$ cat src/verilog/usbd_pkg.sv
// constants and types of the usb device control and status block
package usbd_pkg;

   // register byte addresses
   localparam logic [31:0] ADDR_DEV_ADDR = 32'h1520_0140;
   localparam logic [31:0] ADDR_PWR = 32'h1520_0144;
   localparam logic [31:0] ADDR_INT_PEND = 32'h1520_0148;
   localparam logic [31:0] ADDR_INT_MASK = 32'h1520_014C;
   localparam logic [31:0] ADDR_RESUME_LEN = 32'h1520_0154;

   // device_address fields
   localparam int DA_ADDR_LSB = 0;
   localparam int DA_ADDR_W = 7;
   localparam int DA_UPDATE_BIT = 7;

   // power_management fields
   localparam int PW_CLK_MASK_BIT = 8;
   localparam int PW_SOFT_RST_BIT = 7;
   localparam int PW_FLUSH_BIT = 6;
   localparam int PW_BUS_POWER_BIT = 5;
   localparam int PW_BUS_RESET_BIT = 3;
   localparam int PW_WAKE_REQ_BIT = 2;
   localparam int PW_SUSPENDED_BIT = 1;
   localparam int PW_SUSP_ALLOW_BIT = 0;

   // interrupt_pending fields
   localparam int IP_ERROR_BIT = 8;
   localparam int IP_RESET_BIT = 7;
   localparam int IP_RESUME_BIT = 6;
   localparam int IP_SUSPEND_BIT = 5;
   localparam int IP_RX_LSB = 3;
   localparam int IP_TX_LSB = 1;
   localparam int IP_CTRL_BIT = 0;
   localparam int IP_W = 9;

   // interrupt mask fields
   localparam int IM_W = 10;
   localparam int IM_CRC_BIT = 9;
   localparam int IM_STUFF_BIT = 8;

   // reset values
   localparam logic [31:0] RST_DEV_ADDR = 32'h0000_0000;
   localparam logic [31:0] RST_PWR = 32'h0000_0000;
   localparam logic [8:0] RST_INT_PEND = 9'h000;
   localparam logic [9:0] RST_INT_MASK = 10'h33F;
   localparam logic [4:0] RST_RESUME_LEN = 5'h0A;
   localparam int RESUME_LEN_W = 5;

   // timing
   localparam int CLK_HZ = 10_000_000;
   localparam int IDLE_TIME_US = 3000;
   localparam int MS_TIME_US = 1000;
   localparam int IDLE_CYCLES = CLK_HZ / 1_000_000 * IDLE_TIME_US;
   localparam int MS_CYCLES = CLK_HZ / 1_000_000 * MS_TIME_US;
   localparam int TIMER_W = 16;

   // register port request
   typedef struct packed {
      logic [31:0] addr;
      logic [31:0] wdata;
      logic wr;
      logic rd;
   } usbd_bus_req_type;

   // endpoint event pulses from the endpoint logic
   typedef struct packed {
      logic [1:0] rx_waiting_set;
      logic [1:0] rx_stall_sent;
      logic [1:0] tx_loaded_clr;
      logic [1:0] tx_flushed;
      logic ctrl_rx_waiting_set;
      logic ctrl_tx_loaded_clr;
      logic ctrl_stall_sent;
      logic ctrl_setup_end;
      logic ctrl_last_clr;
      logic ctrl_last_set;
   } usbd_ep_evt_type;

   typedef enum logic [1:0] {
      RS_AWAKE,
      RS_SUSPENDED,
      RS_DRIVE
   } usbd_resume_state_type;

endpackage

$ cat src/verilog/usbd_ctrl.sv
// usb device address, power management and interrupt pending logic
//
// Overview of operation
// word registers, reserved bits read zero
// software programs registers after host reset
// seven-bit address written, used for tokens
// update flag set by software, cleared on last-packet
// clock mask gates clock, soft reset clears
// soft reset bit holds usb logic reset
// flush bit empties control endpoint fifo
// bus reset bit follows host reset signaling
// wake request drives resume, then clears
// suspended flag set on suspend, cleared resume
// suspend allow bit gates suspend entry
// pending bits clear only by writing one
// crc or stuffing error sets error pending
// bus reset or soft reset sets reset
// bus resume sets resume pending, resume before reset
// suspend pending every 3ms idle, unless gated
// suspend interrupt masked after reset
// receive endpoint events set their pending bits
// transmit endpoint events set their pending bits
// control endpoint events set control pending
// resume length five bits in ms, reset 10
// mask suppresses all but resume interrupt
// ignore other addresses, zero after reset
//
// Strobed register access was left to the implementer.
`timescale 1ns/1ns
module usbd_ctrl #(
   parameter int IDLE_CYCLES = usbd_pkg::IDLE_CYCLES,
   parameter int MS_CYCLES = usbd_pkg::MS_CYCLES
) (
   // clock and reset
   input wire logic i_core_clk,
   input wire logic i_rst_b,
   // register port
   input wire usbd_pkg::usbd_bus_req_type i_bus,
   output logic [31:0] o_rdata,
   // bus line pins
   input wire logic i_bus_reset_pin,
   input wire logic i_bus_active_pin,
   input wire logic i_bus_resume_pin,
   input wire logic i_bus_power_pin,
   // serial engine and endpoint events
   input wire logic i_crc_err,
   input wire logic i_stuff_err,
   input wire logic i_token_valid,
   input wire logic [6:0] i_token_addr,
   input wire usbd_pkg::usbd_ep_evt_type i_ep_evt,
   // outputs
   output logic o_token_match,
   output logic o_clk_gate,
   output logic o_soft_rst,
   output logic o_ctrl_fifo_flush,
   output logic o_resume_drive,
   output logic o_suspended,
   output logic o_irq
);

   // reset release
   logic rst_meta_q;
   logic rst_b_q;

   always_ff @(posedge i_core_clk or negedge i_rst_b) begin
      if (!i_rst_b) begin
         rst_meta_q <= 1'b0;
         rst_b_q <= 1'b0;
      end else begin
         rst_meta_q <= 1'b1;
         rst_b_q <= rst_meta_q;
      end
   end

   // pin synchronisers
   logic [3:0] pin_meta_q;
   logic [3:0] pin_q;
   logic bus_reset_s;
   logic bus_active_s;
   logic bus_resume_s;
   logic bus_power_s;

   always_ff @(posedge i_core_clk or negedge rst_b_q) begin
      if (!rst_b_q) begin
         pin_meta_q <= 4'h0;
         pin_q <= 4'h0;
      end else begin
         pin_meta_q <= {i_bus_power_pin, i_bus_resume_pin, i_bus_active_pin, i_bus_reset_pin};
         pin_q <= pin_meta_q;
      end
   end

   assign bus_reset_s = pin_q[0];
   assign bus_active_s = pin_q[1];
   assign bus_resume_s = pin_q[2];
   assign bus_power_s = pin_q[3];

   // address decode
   function automatic logic hit(input logic [31:0] a, input logic [31:0] base);
      hit = (a == base);
   endfunction

   wire wr_addr = i_bus.wr && hit(i_bus.addr, usbd_pkg::ADDR_DEV_ADDR);
   wire wr_pwr = i_bus.wr && hit(i_bus.addr, usbd_pkg::ADDR_PWR);
   wire wr_pend = i_bus.wr && hit(i_bus.addr, usbd_pkg::ADDR_INT_PEND);
   wire wr_mask = i_bus.wr && hit(i_bus.addr, usbd_pkg::ADDR_INT_MASK);
   wire wr_rlen = i_bus.wr && hit(i_bus.addr, usbd_pkg::ADDR_RESUME_LEN);
   wire [31:0] wd = i_bus.wdata;

   // registers
   logic [6:0] dev_addr_q;
   logic addr_update_q;
   logic clk_mask_q;
   logic soft_rst_q;
   logic flush_q;
   logic bus_reset_q;
   logic wake_req_q;
   logic susp_allow_q;
   logic [8:0] pend_q;
   logic [8:0] pend_d;
   logic [9:0] mask_q;
   logic [4:0] rlen_q;
   logic [4:0] ms_left_q;
   logic reset_late_q;
   logic bus_reset_prev_q;
   logic bus_resume_prev_q;
   usbd_pkg::usbd_resume_state_type rs_q;
   usbd_pkg::usbd_resume_state_type rs_d;

   // usb side held while soft reset is set
   wire usb_run = !soft_rst_q;
   wire soft_rst_set = wr_pwr && wd[usbd_pkg::PW_SOFT_RST_BIT];

   // timers
   logic idle_tick;
   logic ms_tick;
   wire driving = (rs_q == usbd_pkg::RS_DRIVE);
   wire drive_start = rs_q == usbd_pkg::RS_SUSPENDED && rs_d == usbd_pkg::RS_DRIVE;

   usbd_tick_timer #(
      .PERIOD(IDLE_CYCLES),
      .W(usbd_pkg::TIMER_W)
   ) u_idle (
      .i_core_clk(i_core_clk),
      .i_rst_b(rst_b_q),
      .i_restart(bus_active_s || bus_reset_s || !usb_run),
      .i_enable(!clk_mask_q && !driving),
      .o_tick(idle_tick)
   );

   usbd_tick_timer #(
      .PERIOD(MS_CYCLES),
      .W(usbd_pkg::TIMER_W)
   ) u_ms (
      .i_core_clk(i_core_clk),
      .i_rst_b(rst_b_q),
      .i_restart(!driving && !drive_start),
      .i_enable(driving || drive_start),
      .o_tick(ms_tick)
   );

   // bus edges
   wire bus_reset_rise = bus_reset_s && !bus_reset_prev_q;
   wire bus_resume_rise = bus_resume_s && !bus_resume_prev_q;
   wire suspended = (rs_q != usbd_pkg::RS_AWAKE);

   // suspend and resume sequencing
   wire enter_susp = idle_tick && susp_allow_q;
   wire rlen_zero = (rlen_q == 5'h00);
   wire drive_done = driving && ms_tick && (ms_left_q <= 5'h01);

   always_comb begin
      rs_d = rs_q;
      case (rs_q)
         usbd_pkg::RS_AWAKE: begin
            if (enter_susp) begin
               rs_d = usbd_pkg::RS_SUSPENDED;
            end
         end
         usbd_pkg::RS_SUSPENDED: begin
            if (bus_resume_rise || bus_reset_rise) begin
               rs_d = usbd_pkg::RS_AWAKE;
            end else if (wake_req_q) begin
               rs_d = rlen_zero ? usbd_pkg::RS_AWAKE : usbd_pkg::RS_DRIVE;
            end
         end
         usbd_pkg::RS_DRIVE: begin
            if (drive_done || bus_reset_rise) begin
               rs_d = usbd_pkg::RS_AWAKE;
            end
         end
         default: begin
            rs_d = usbd_pkg::RS_AWAKE;
         end
      endcase
   end

   // pending events
   wire [8:0] pend_set;
   wire bus_resume_evt = (rs_q == usbd_pkg::RS_SUSPENDED) && (bus_resume_rise || bus_reset_rise);

   assign pend_set[usbd_pkg::IP_ERROR_BIT] = i_crc_err || i_stuff_err;
   assign pend_set[usbd_pkg::IP_RESET_BIT] = (bus_reset_rise && !suspended) || reset_late_q || soft_rst_set;
   assign pend_set[usbd_pkg::IP_RESUME_BIT] = bus_resume_evt;
   assign pend_set[usbd_pkg::IP_SUSPEND_BIT] = idle_tick;

   genvar g;
   generate
      for (g = 0; g < 2; g++) begin : g_ep
         assign pend_set[usbd_pkg::IP_RX_LSB + g] = i_ep_evt.rx_waiting_set[g] || i_ep_evt.rx_stall_sent[g];
         assign pend_set[usbd_pkg::IP_TX_LSB + g] = i_ep_evt.tx_loaded_clr[g] || i_ep_evt.tx_flushed[g];
      end
   endgenerate

   assign pend_set[usbd_pkg::IP_CTRL_BIT] = i_ep_evt.ctrl_rx_waiting_set || i_ep_evt.ctrl_tx_loaded_clr ||
      i_ep_evt.ctrl_stall_sent || i_ep_evt.ctrl_setup_end || i_ep_evt.ctrl_last_clr;

   // set wins over a same-cycle clear
   wire [8:0] pend_clr = wr_pend ? wd[8:0] : 9'h000;
   assign pend_d = (pend_q & ~pend_clr) | pend_set;

   // interrupt output
   wire [8:0] mask_eff;
   assign mask_eff = {mask_q[usbd_pkg::IM_CRC_BIT] && mask_q[usbd_pkg::IM_STUFF_BIT], mask_q[7],
      1'b0, mask_q[5:0]};
   wire irq_d = |(pend_q & ~mask_eff);

   // token address match
   wire token_hit = i_token_valid && (i_token_addr == dev_addr_q) && usb_run;

   // register process: device address
   always_ff @(posedge i_core_clk or negedge rst_b_q) begin
      if (!rst_b_q) begin
         dev_addr_q <= usbd_pkg::RST_DEV_ADDR[6:0];
         addr_update_q <= usbd_pkg::RST_DEV_ADDR[usbd_pkg::DA_UPDATE_BIT];
      end else begin
         if (wr_addr) begin
            dev_addr_q <= wd[usbd_pkg::DA_ADDR_LSB +: usbd_pkg::DA_ADDR_W];
         end
         if (wr_addr && wd[usbd_pkg::DA_UPDATE_BIT]) begin
            addr_update_q <= 1'b1;
         end else if (i_ep_evt.ctrl_last_set) begin
            addr_update_q <= 1'b0;
         end
      end
   end

   // register process: power management controls
   always_ff @(posedge i_core_clk or negedge rst_b_q) begin
      if (!rst_b_q) begin
         clk_mask_q <= usbd_pkg::RST_PWR[usbd_pkg::PW_CLK_MASK_BIT];
         soft_rst_q <= usbd_pkg::RST_PWR[usbd_pkg::PW_SOFT_RST_BIT];
         flush_q <= usbd_pkg::RST_PWR[usbd_pkg::PW_FLUSH_BIT];
         susp_allow_q <= usbd_pkg::RST_PWR[usbd_pkg::PW_SUSP_ALLOW_BIT];
      end else begin
         if (soft_rst_set) begin
            clk_mask_q <= 1'b0;
         end else if (wr_pwr) begin
            clk_mask_q <= wd[usbd_pkg::PW_CLK_MASK_BIT];
         end
         if (wr_pwr) begin
            soft_rst_q <= wd[usbd_pkg::PW_SOFT_RST_BIT];
            susp_allow_q <= wd[usbd_pkg::PW_SUSP_ALLOW_BIT];
         end
         flush_q <= wr_pwr && wd[usbd_pkg::PW_FLUSH_BIT];
      end
   end

   // usb side state
   always_ff @(posedge i_core_clk or negedge rst_b_q) begin
      if (!rst_b_q) begin
         rs_q <= usbd_pkg::RS_AWAKE;
         wake_req_q <= 1'b0;
         ms_left_q <= 5'h00;
         bus_reset_q <= 1'b0;
         bus_reset_prev_q <= 1'b0;
         bus_resume_prev_q <= 1'b0;
         reset_late_q <= 1'b0;
      end else if (!usb_run) begin
         rs_q <= usbd_pkg::RS_AWAKE;
         wake_req_q <= 1'b0;
         ms_left_q <= 5'h00;
         bus_reset_q <= 1'b0;
         bus_reset_prev_q <= bus_reset_s;
         bus_resume_prev_q <= bus_resume_s;
         reset_late_q <= 1'b0;
      end else begin
         rs_q <= rs_d;
         bus_reset_q <= bus_reset_s;
         bus_reset_prev_q <= bus_reset_s;
         bus_resume_prev_q <= bus_resume_s;
         reset_late_q <= bus_reset_rise && suspended;
         if (drive_start) begin
            ms_left_q <= rlen_q;
         end else if (ms_tick && ms_left_q != 5'h00) begin
            ms_left_q <= ms_left_q - 5'h01;
         end
         if (rs_d == usbd_pkg::RS_AWAKE && rs_q != usbd_pkg::RS_AWAKE) begin
            wake_req_q <= 1'b0;
         end else if (wr_pwr && wd[usbd_pkg::PW_WAKE_REQ_BIT] && rs_q == usbd_pkg::RS_SUSPENDED) begin
            wake_req_q <= 1'b1;
         end
      end
   end

   // interrupt registers and resume length
   always_ff @(posedge i_core_clk or negedge rst_b_q) begin
      if (!rst_b_q) begin
         pend_q <= usbd_pkg::RST_INT_PEND;
         mask_q <= usbd_pkg::RST_INT_MASK;
         rlen_q <= usbd_pkg::RST_RESUME_LEN;
      end else begin
         pend_q <= pend_d;
         if (wr_mask) begin
            mask_q <= wd[usbd_pkg::IM_W-1:0];
         end
         if (wr_rlen) begin
            rlen_q <= wd[usbd_pkg::RESUME_LEN_W-1:0];
         end
      end
   end

   // read data, zero above each field
   wire [31:0] rd_pwr = {23'h00_0000, clk_mask_q, 1'b0, 1'b0, bus_power_s, 1'b0, bus_reset_q,
      wake_req_q, suspended, susp_allow_q};
   wire [31:0] rd_mux =
      hit(i_bus.addr, usbd_pkg::ADDR_DEV_ADDR) ? {24'h00_0000, addr_update_q, dev_addr_q} :
      hit(i_bus.addr, usbd_pkg::ADDR_PWR) ? rd_pwr :
      hit(i_bus.addr, usbd_pkg::ADDR_INT_PEND) ? {23'h00_0000, pend_q} :
      hit(i_bus.addr, usbd_pkg::ADDR_INT_MASK) ? {22'h00_0000, mask_q} :
      hit(i_bus.addr, usbd_pkg::ADDR_RESUME_LEN) ? {27'h000_0000, rlen_q} : 32'h0000_0000;

   // outputs
   always_ff @(posedge i_core_clk or negedge rst_b_q) begin
      if (!rst_b_q) begin
         o_rdata <= 32'h0000_0000;
         o_token_match <= 1'b0;
         o_clk_gate <= 1'b0;
         o_soft_rst <= 1'b0;
         o_ctrl_fifo_flush <= 1'b0;
         o_resume_drive <= 1'b0;
         o_suspended <= 1'b0;
         o_irq <= 1'b0;
      end else begin
         o_rdata <= i_bus.rd ? rd_mux : 32'h0000_0000;
         o_token_match <= token_hit;
         o_clk_gate <= clk_mask_q;
         o_soft_rst <= soft_rst_q;
         o_ctrl_fifo_flush <= flush_q;
         o_resume_drive <= (rs_d == usbd_pkg::RS_DRIVE);
         o_suspended <= (rs_d != usbd_pkg::RS_AWAKE);
         o_irq <= irq_d;
      end
   end

endmodule

$ cat src/verilog/usbd_tick_timer.sv
// reloading down counter that pulses once per period
`timescale 1ns/1ns
module usbd_tick_timer #(
   parameter int PERIOD = 10,
   parameter int W = 16
) (
   // clock and reset
   input wire logic i_core_clk,
   input wire logic i_rst_b,
   // control
   input wire logic i_restart,
   input wire logic i_enable,
   // tick
   output logic o_tick
);

   localparam logic [W-1:0] LAST = W'(PERIOD - 1);

   logic [W-1:0] cnt_q;
   logic [W-1:0] cnt_d;
   logic tick_d;

   generate
      if (PERIOD < 2 || PERIOD > (2 ** W) - 1) begin : g_bad
         $error("timer period out of range");
      end
   endgenerate

   // count down, reload at zero
   assign tick_d = i_enable && !i_restart && (cnt_q == '0);
   assign cnt_d = (i_restart || tick_d) ? LAST : (i_enable ? cnt_q - 1'b1 : cnt_q);

   always_ff @(posedge i_core_clk or negedge i_rst_b) begin
      if (!i_rst_b) begin
         cnt_q <= LAST;
         o_tick <= 1'b0;
      end else begin
         cnt_q <= cnt_d;
         o_tick <= tick_d;
      end
   end

endmodule

$ cat config.mk
export PLATFORM = sky130hd
export DESIGN_NAME = usbd_ctrl
export DESIGN_NICKNAME = d
export VERILOG_FILES = /design/src/verilog/usbd_pkg.sv /design/src/verilog/usbd_ctrl.sv /design/src/verilog/usbd_tick_timer.sv
export SDC_FILE = /design/constraint.sdc
export NUM_CORES = 1
export LEC_CHECK = 0
export BUFFER_PORTS_ARGS = -buffer_cell sky130_fd_sc_hd__buf_4
export CORE_MARGIN = 2
export CORE_UTILIZATION = 54
export DETAILED_ROUTE_END_ITERATION = 10
export GPL_ROUTABILITY_DRIVEN = 0
export PLACE_DENSITY = 0.8
export SYNTH_ARGS = -nofsm -noshare
export SYNTH_HDL_FRONTEND = slang
export SYNTH_SLANG_ARGS = --single-unit
$ cat constraint.sdc
create_clock -name i_core_clk -period 4.3 [get_ports i_core_clk]
set_clock_uncertainty 0.15 [all_clocks]
set_input_delay 0.86 -clock i_core_clk [delete_from_list [all_inputs] [get_ports i_core_clk]]
set_output_delay 0.86 -clock i_core_clk [all_outputs]
set_load 0.01 [all_outputs]
==> flow_summary.rst <==
.. list-table::
   :header-rows: 1

   * - Metric
     - Value
   * - Part of the Yosys area used for sequential elements
     - 0.496
   * - GR Overflow Total
     - 0
   * - Final standard cell utilization of the core
     - 0.635
   * - Fill cell count
     - slightly above 800
   * - Global-route wire length before repair
     - ~22 mm
   * - Area enclosed by the die boundary
     - about 0.011 mm²
   * - Maximum vdd drop
     - 173 µV
   * - Worst endpoint required time
     - 4.41 ns
   * - Row count
     - 37
   * - Worst endpoint data arrival time
     - approximately 3.0 ns
   * - I/O Buffers
     - 90
   * - Quantity of hold-fixing buffers added after cts
     - 0
   * - Sw Share
     - 0.247
   * - Max-cap violations
     - 0
   * - Chip Width
     - 106 µm
   * - Vias in the first global route
     - around 4600
   * - Worst hold path class
     - in -> async
   * - Share of cells above drive strength 1
     - 0.287
   * - Max-slew violation count
     - 0
   * - Final cycle utilization of the critical path
     - 0.671
   * - Dominant cells by area after synthesis
     - sky130_fd_sc_hd__dfrtp_1 36%, sky130_fd_sc_hd__dfstp_2 13%, sky130_fd_sc_hd__mux2_2 5.1%
   * - Antenna diode count
     - 0
   * - Number of levels in the clock H-tree
     - 3
   * - Largest net degree at the start of global routing
     - 79
   * - Clock network latency to the later pin of the worst-skew pair
     - around 0.37 ns
   * - Overall routing resource usage
     - 0.241
   * - Starting utilization of the core area
     - 0.547
   * - Headroom to the max-slew limit
     - 0.267
   * - Detailed-router iteration count before antenna repair
     - 5
   * - Part of the power in combinational logic
     - 0.070
   * - Clock-pin slew on the worst setup and hold paths
     - roughly 0.1 ns
   * - Antenna violations before repair
     - 0
   * - Hold Violations, Final
     - 0
   * - Clock sink total
     - between 100 and 150
   * - Num CTS Buffers
     - 9
   * - Total via count in the routed design
     - ~4400
   * - Resized Gates After CTS
     - 0
   * - Number of ports placed on the die boundary
     - between 100 and 150
   * - Peak fanout along the critical path
     - 10
   * - Sequential fraction of design power
     - 0.602
   * - Shortest period the worst path allows
     - roughly 2.9 ns
   * - Slew of the pin with the lowest slew margin
     - about 1.1 ns
   * - DPL Wire Length
     - about 9.5 mm
   * - P_leak
     - ~2.7 nW
   * - Placeable core area
     - slightly above 0.01 mm²
   * - Count of nets left with antenna violations after detail routing
     - 0
   * - Number of different library cells in the post-synthesis netlist
     - 64
   * - Post-detailed-routing wire length
     - 12.9 mm
   * - Cell Area, Synth
     - around 0.0056 mm²
   * - Yosys reg bits
     - 109
   * - Crit. End Element
     - flop
   * - Peak clock frequency supported by timing
     - ~350 MHz
   * - EDFF count, synth
     - 0
   * - Run status
     - complete, no violations
   * - Setup repair after global routing missed its margin
     - false
   * - Post-CTS setup buffers
     - 0
   * - Commonest cells after routing, fill and taps aside
     - 94 x sky130_fd_sc_hd__buf_4, 80 x sky130_fd_sc_hd__dfrtp_1, 33 x sky130_fd_sc_hd__nor2_1, 28 x sky130_fd_sc_hd__dfstp_2
   * - Deepest clock path buffer count
     - 2
   * - Areal power density over the cells
     - between 200 and 300 mW/mm²
   * - Startpoint Class
     - input port
   * - DRC violation total after the first TritonRoute iteration
     - ~290
   * - Most common cell after layout, fill and taps aside
     - sky130_fd_sc_hd__buf_4
   * - Most used flip-flop cell after synthesis
     - sky130_fd_sc_hd__dfrtp_1
   * - Die Height
     - between 100 and 150 µm
   * - Fin Setup TNS
     - 0 ns
   * - Clock tree root driver cell
     - sky130_fd_sc_hd__clkbuf_8
   * - Cell Int Power
     - roughly 1.3 mW
   * - Fraction of power consumed by the clock network
     - 0.328
   * - Hold_ws
     - 0.108 ns
   * - Fraction of post-synthesis cell area in the top cell type by area
     - 0.364
   * - Startpoint-to-endpoint class of the critical path
     - in -> reg
   * - Switching component of the power
     - 429 µW
   * - Fraction of registers with async set/reset
     - 1.00
   * - Post-route DRC violation count
     - 0
   * - Final net count
     - ~720
   * - Number of cells produced by synthesis
     - between 500 and 600
   * - Cell type contributing the most total cell area after synthesis
     - sky130_fd_sc_hd__dfrtp_1
   * - Setup violations, final
     - 0
   * - Post-synthesis area per instance
     - between 10 and 15 µm²
   * - Avg Vias per Cell
     - roughly 5.9
   * - CTS tree
     - yes
   * - Layout overhead on the synthesized area
     - 16.1%
   * - Routed wirelength normalized by instance count
     - around 17 µm
   * - Synthesis Warnings
     - 0
layer usage:
layer / GRT usage / vias to the layer above / share of wire
li1: - / 2087 / -
met5: 0 / - / 0
met4: 0.0714 / 0 / 0.011
met2: 0.426 / 151 / 0.52
met3: 0.0383 / 16 / 0.053
met1: 0.304 / 2169 / 0.42
registers in the layout (all words and copies together), names as in the netlist, 2 cells and up:
register      count
pin_meta_q        4
u_ms.cnt_q       16
pend_q            9
o_rdata          10
u_idle.cnt_q     16
rlen_q            5
ms_left_q         5
pin_q             4
rs_q              2
mask_q           10
dev_addr_q        7
cell usage after synthesis, drive strengths merged, types with 2 or more instances:
master	n
xnor2	10
nand4b	2
o22ai	2
or2	3
a22oi	5
nand3	22
nand2b	8
and4	3
or3	10
nor3	25
o211ai	3
dfrtp	81
xor2	13
or4b	3
o21bai	2
nor2	34
a22o	4
o31ai	6
nor4	23
nand3b	3
and2	2
inv	23
nor4bb	4
buf	24
a221oi	2
mux2	25
a31oi	8
clkbuf	15
a32oi	3
nand4	14
nor3b	4
or4	11
mux2i	6
a211oi	9
nor2b	11
o21ai	10
a21oi	9
nand2	24
ha	7
conb	2
and3b	2
dfstp	28
nor4b	10
cell families after synthesis:
group           after synthesis  share of synthesized area
flops                       109                      0.496
compound gates               73                     0.0928
fa+ha+maj                     7                     0.0157
buf+inv                      62                     0.0582
simple gates                220                      0.235
other cells                   2                    0.00135
xor+xnor                     23                     0.0362
mux                          32                     0.0654
final timing paths:
path                                       from          endpoint  slack [ns]  depth (start not counted)
worst max register to register  u_idle.cnt_q[7]   u_idle.cnt_q[4]        1.71                          4
worst min register to register    pin_meta_q[0]          pin_q[0]        0.21                          0
min in group i_core_clk           pin_meta_q[0]          pin_q[0]        0.21                          0
max in group asynchronous               rst_b_q  u_idle.cnt_q[14]        2.65                          1
worst min-delay path                    i_rst_b           rst_b_q        0.11                          1
worst max-delay path                  i_bus[52]         mask_q[6]        1.41                          5
worst max-delay path: stages:
cell and delay [ns]:
sky130_fd_sc_hd__buf_4 0.11, sky130_fd_sc_hd__nor4b_1 0.32, sky130_fd_sc_hd__nand4_1 0.43, sky130_fd_sc_hd__nor4_4 0.86
sky130_fd_sc_hd__mux2_2 0.41
per-stage QoR:
step                cells  setup slack, ns  instance area [µm²]  power (mW)
detailed placement    740             1.05                 6290        1.19
floorplan             549            0.938                 5650        1.13
global route          756             1.33                 6470        1.80
global placement      740             1.12                 6290        1.18
CTS                   756             1.45                 6470        1.75
finish                756             1.41                 6470        1.74
power groups by stage:
stage	combinational, mW	clock, mW	sequential (mW)
floorplan	0.0599	0	1.07
global placement	0.117	0	1.07
detailed placement	0.121	0	1.07
CTS	0.121	0.584	1.05
global route	0.132	0.620	1.05
finish	0.122	0.571	1.05
cell type report:
cell class / instances / area, µm² / share of cell area
Sequential cell: 109 / 2770 / 0.428
Multi-Input combinational cell: 378 / 2560 / 0.396
Timing Repair Buffer: 94 / 706 / 0.109
Tap cell: 136 / 170 / 0.0263
Clock buffer: 10 / 128 / 0.0197
Inverter: 23 / 86.3 / 0.0134
Clock inverter: 6 / 47.5 / 0.00735
Power figures use the tool's default switching activity.
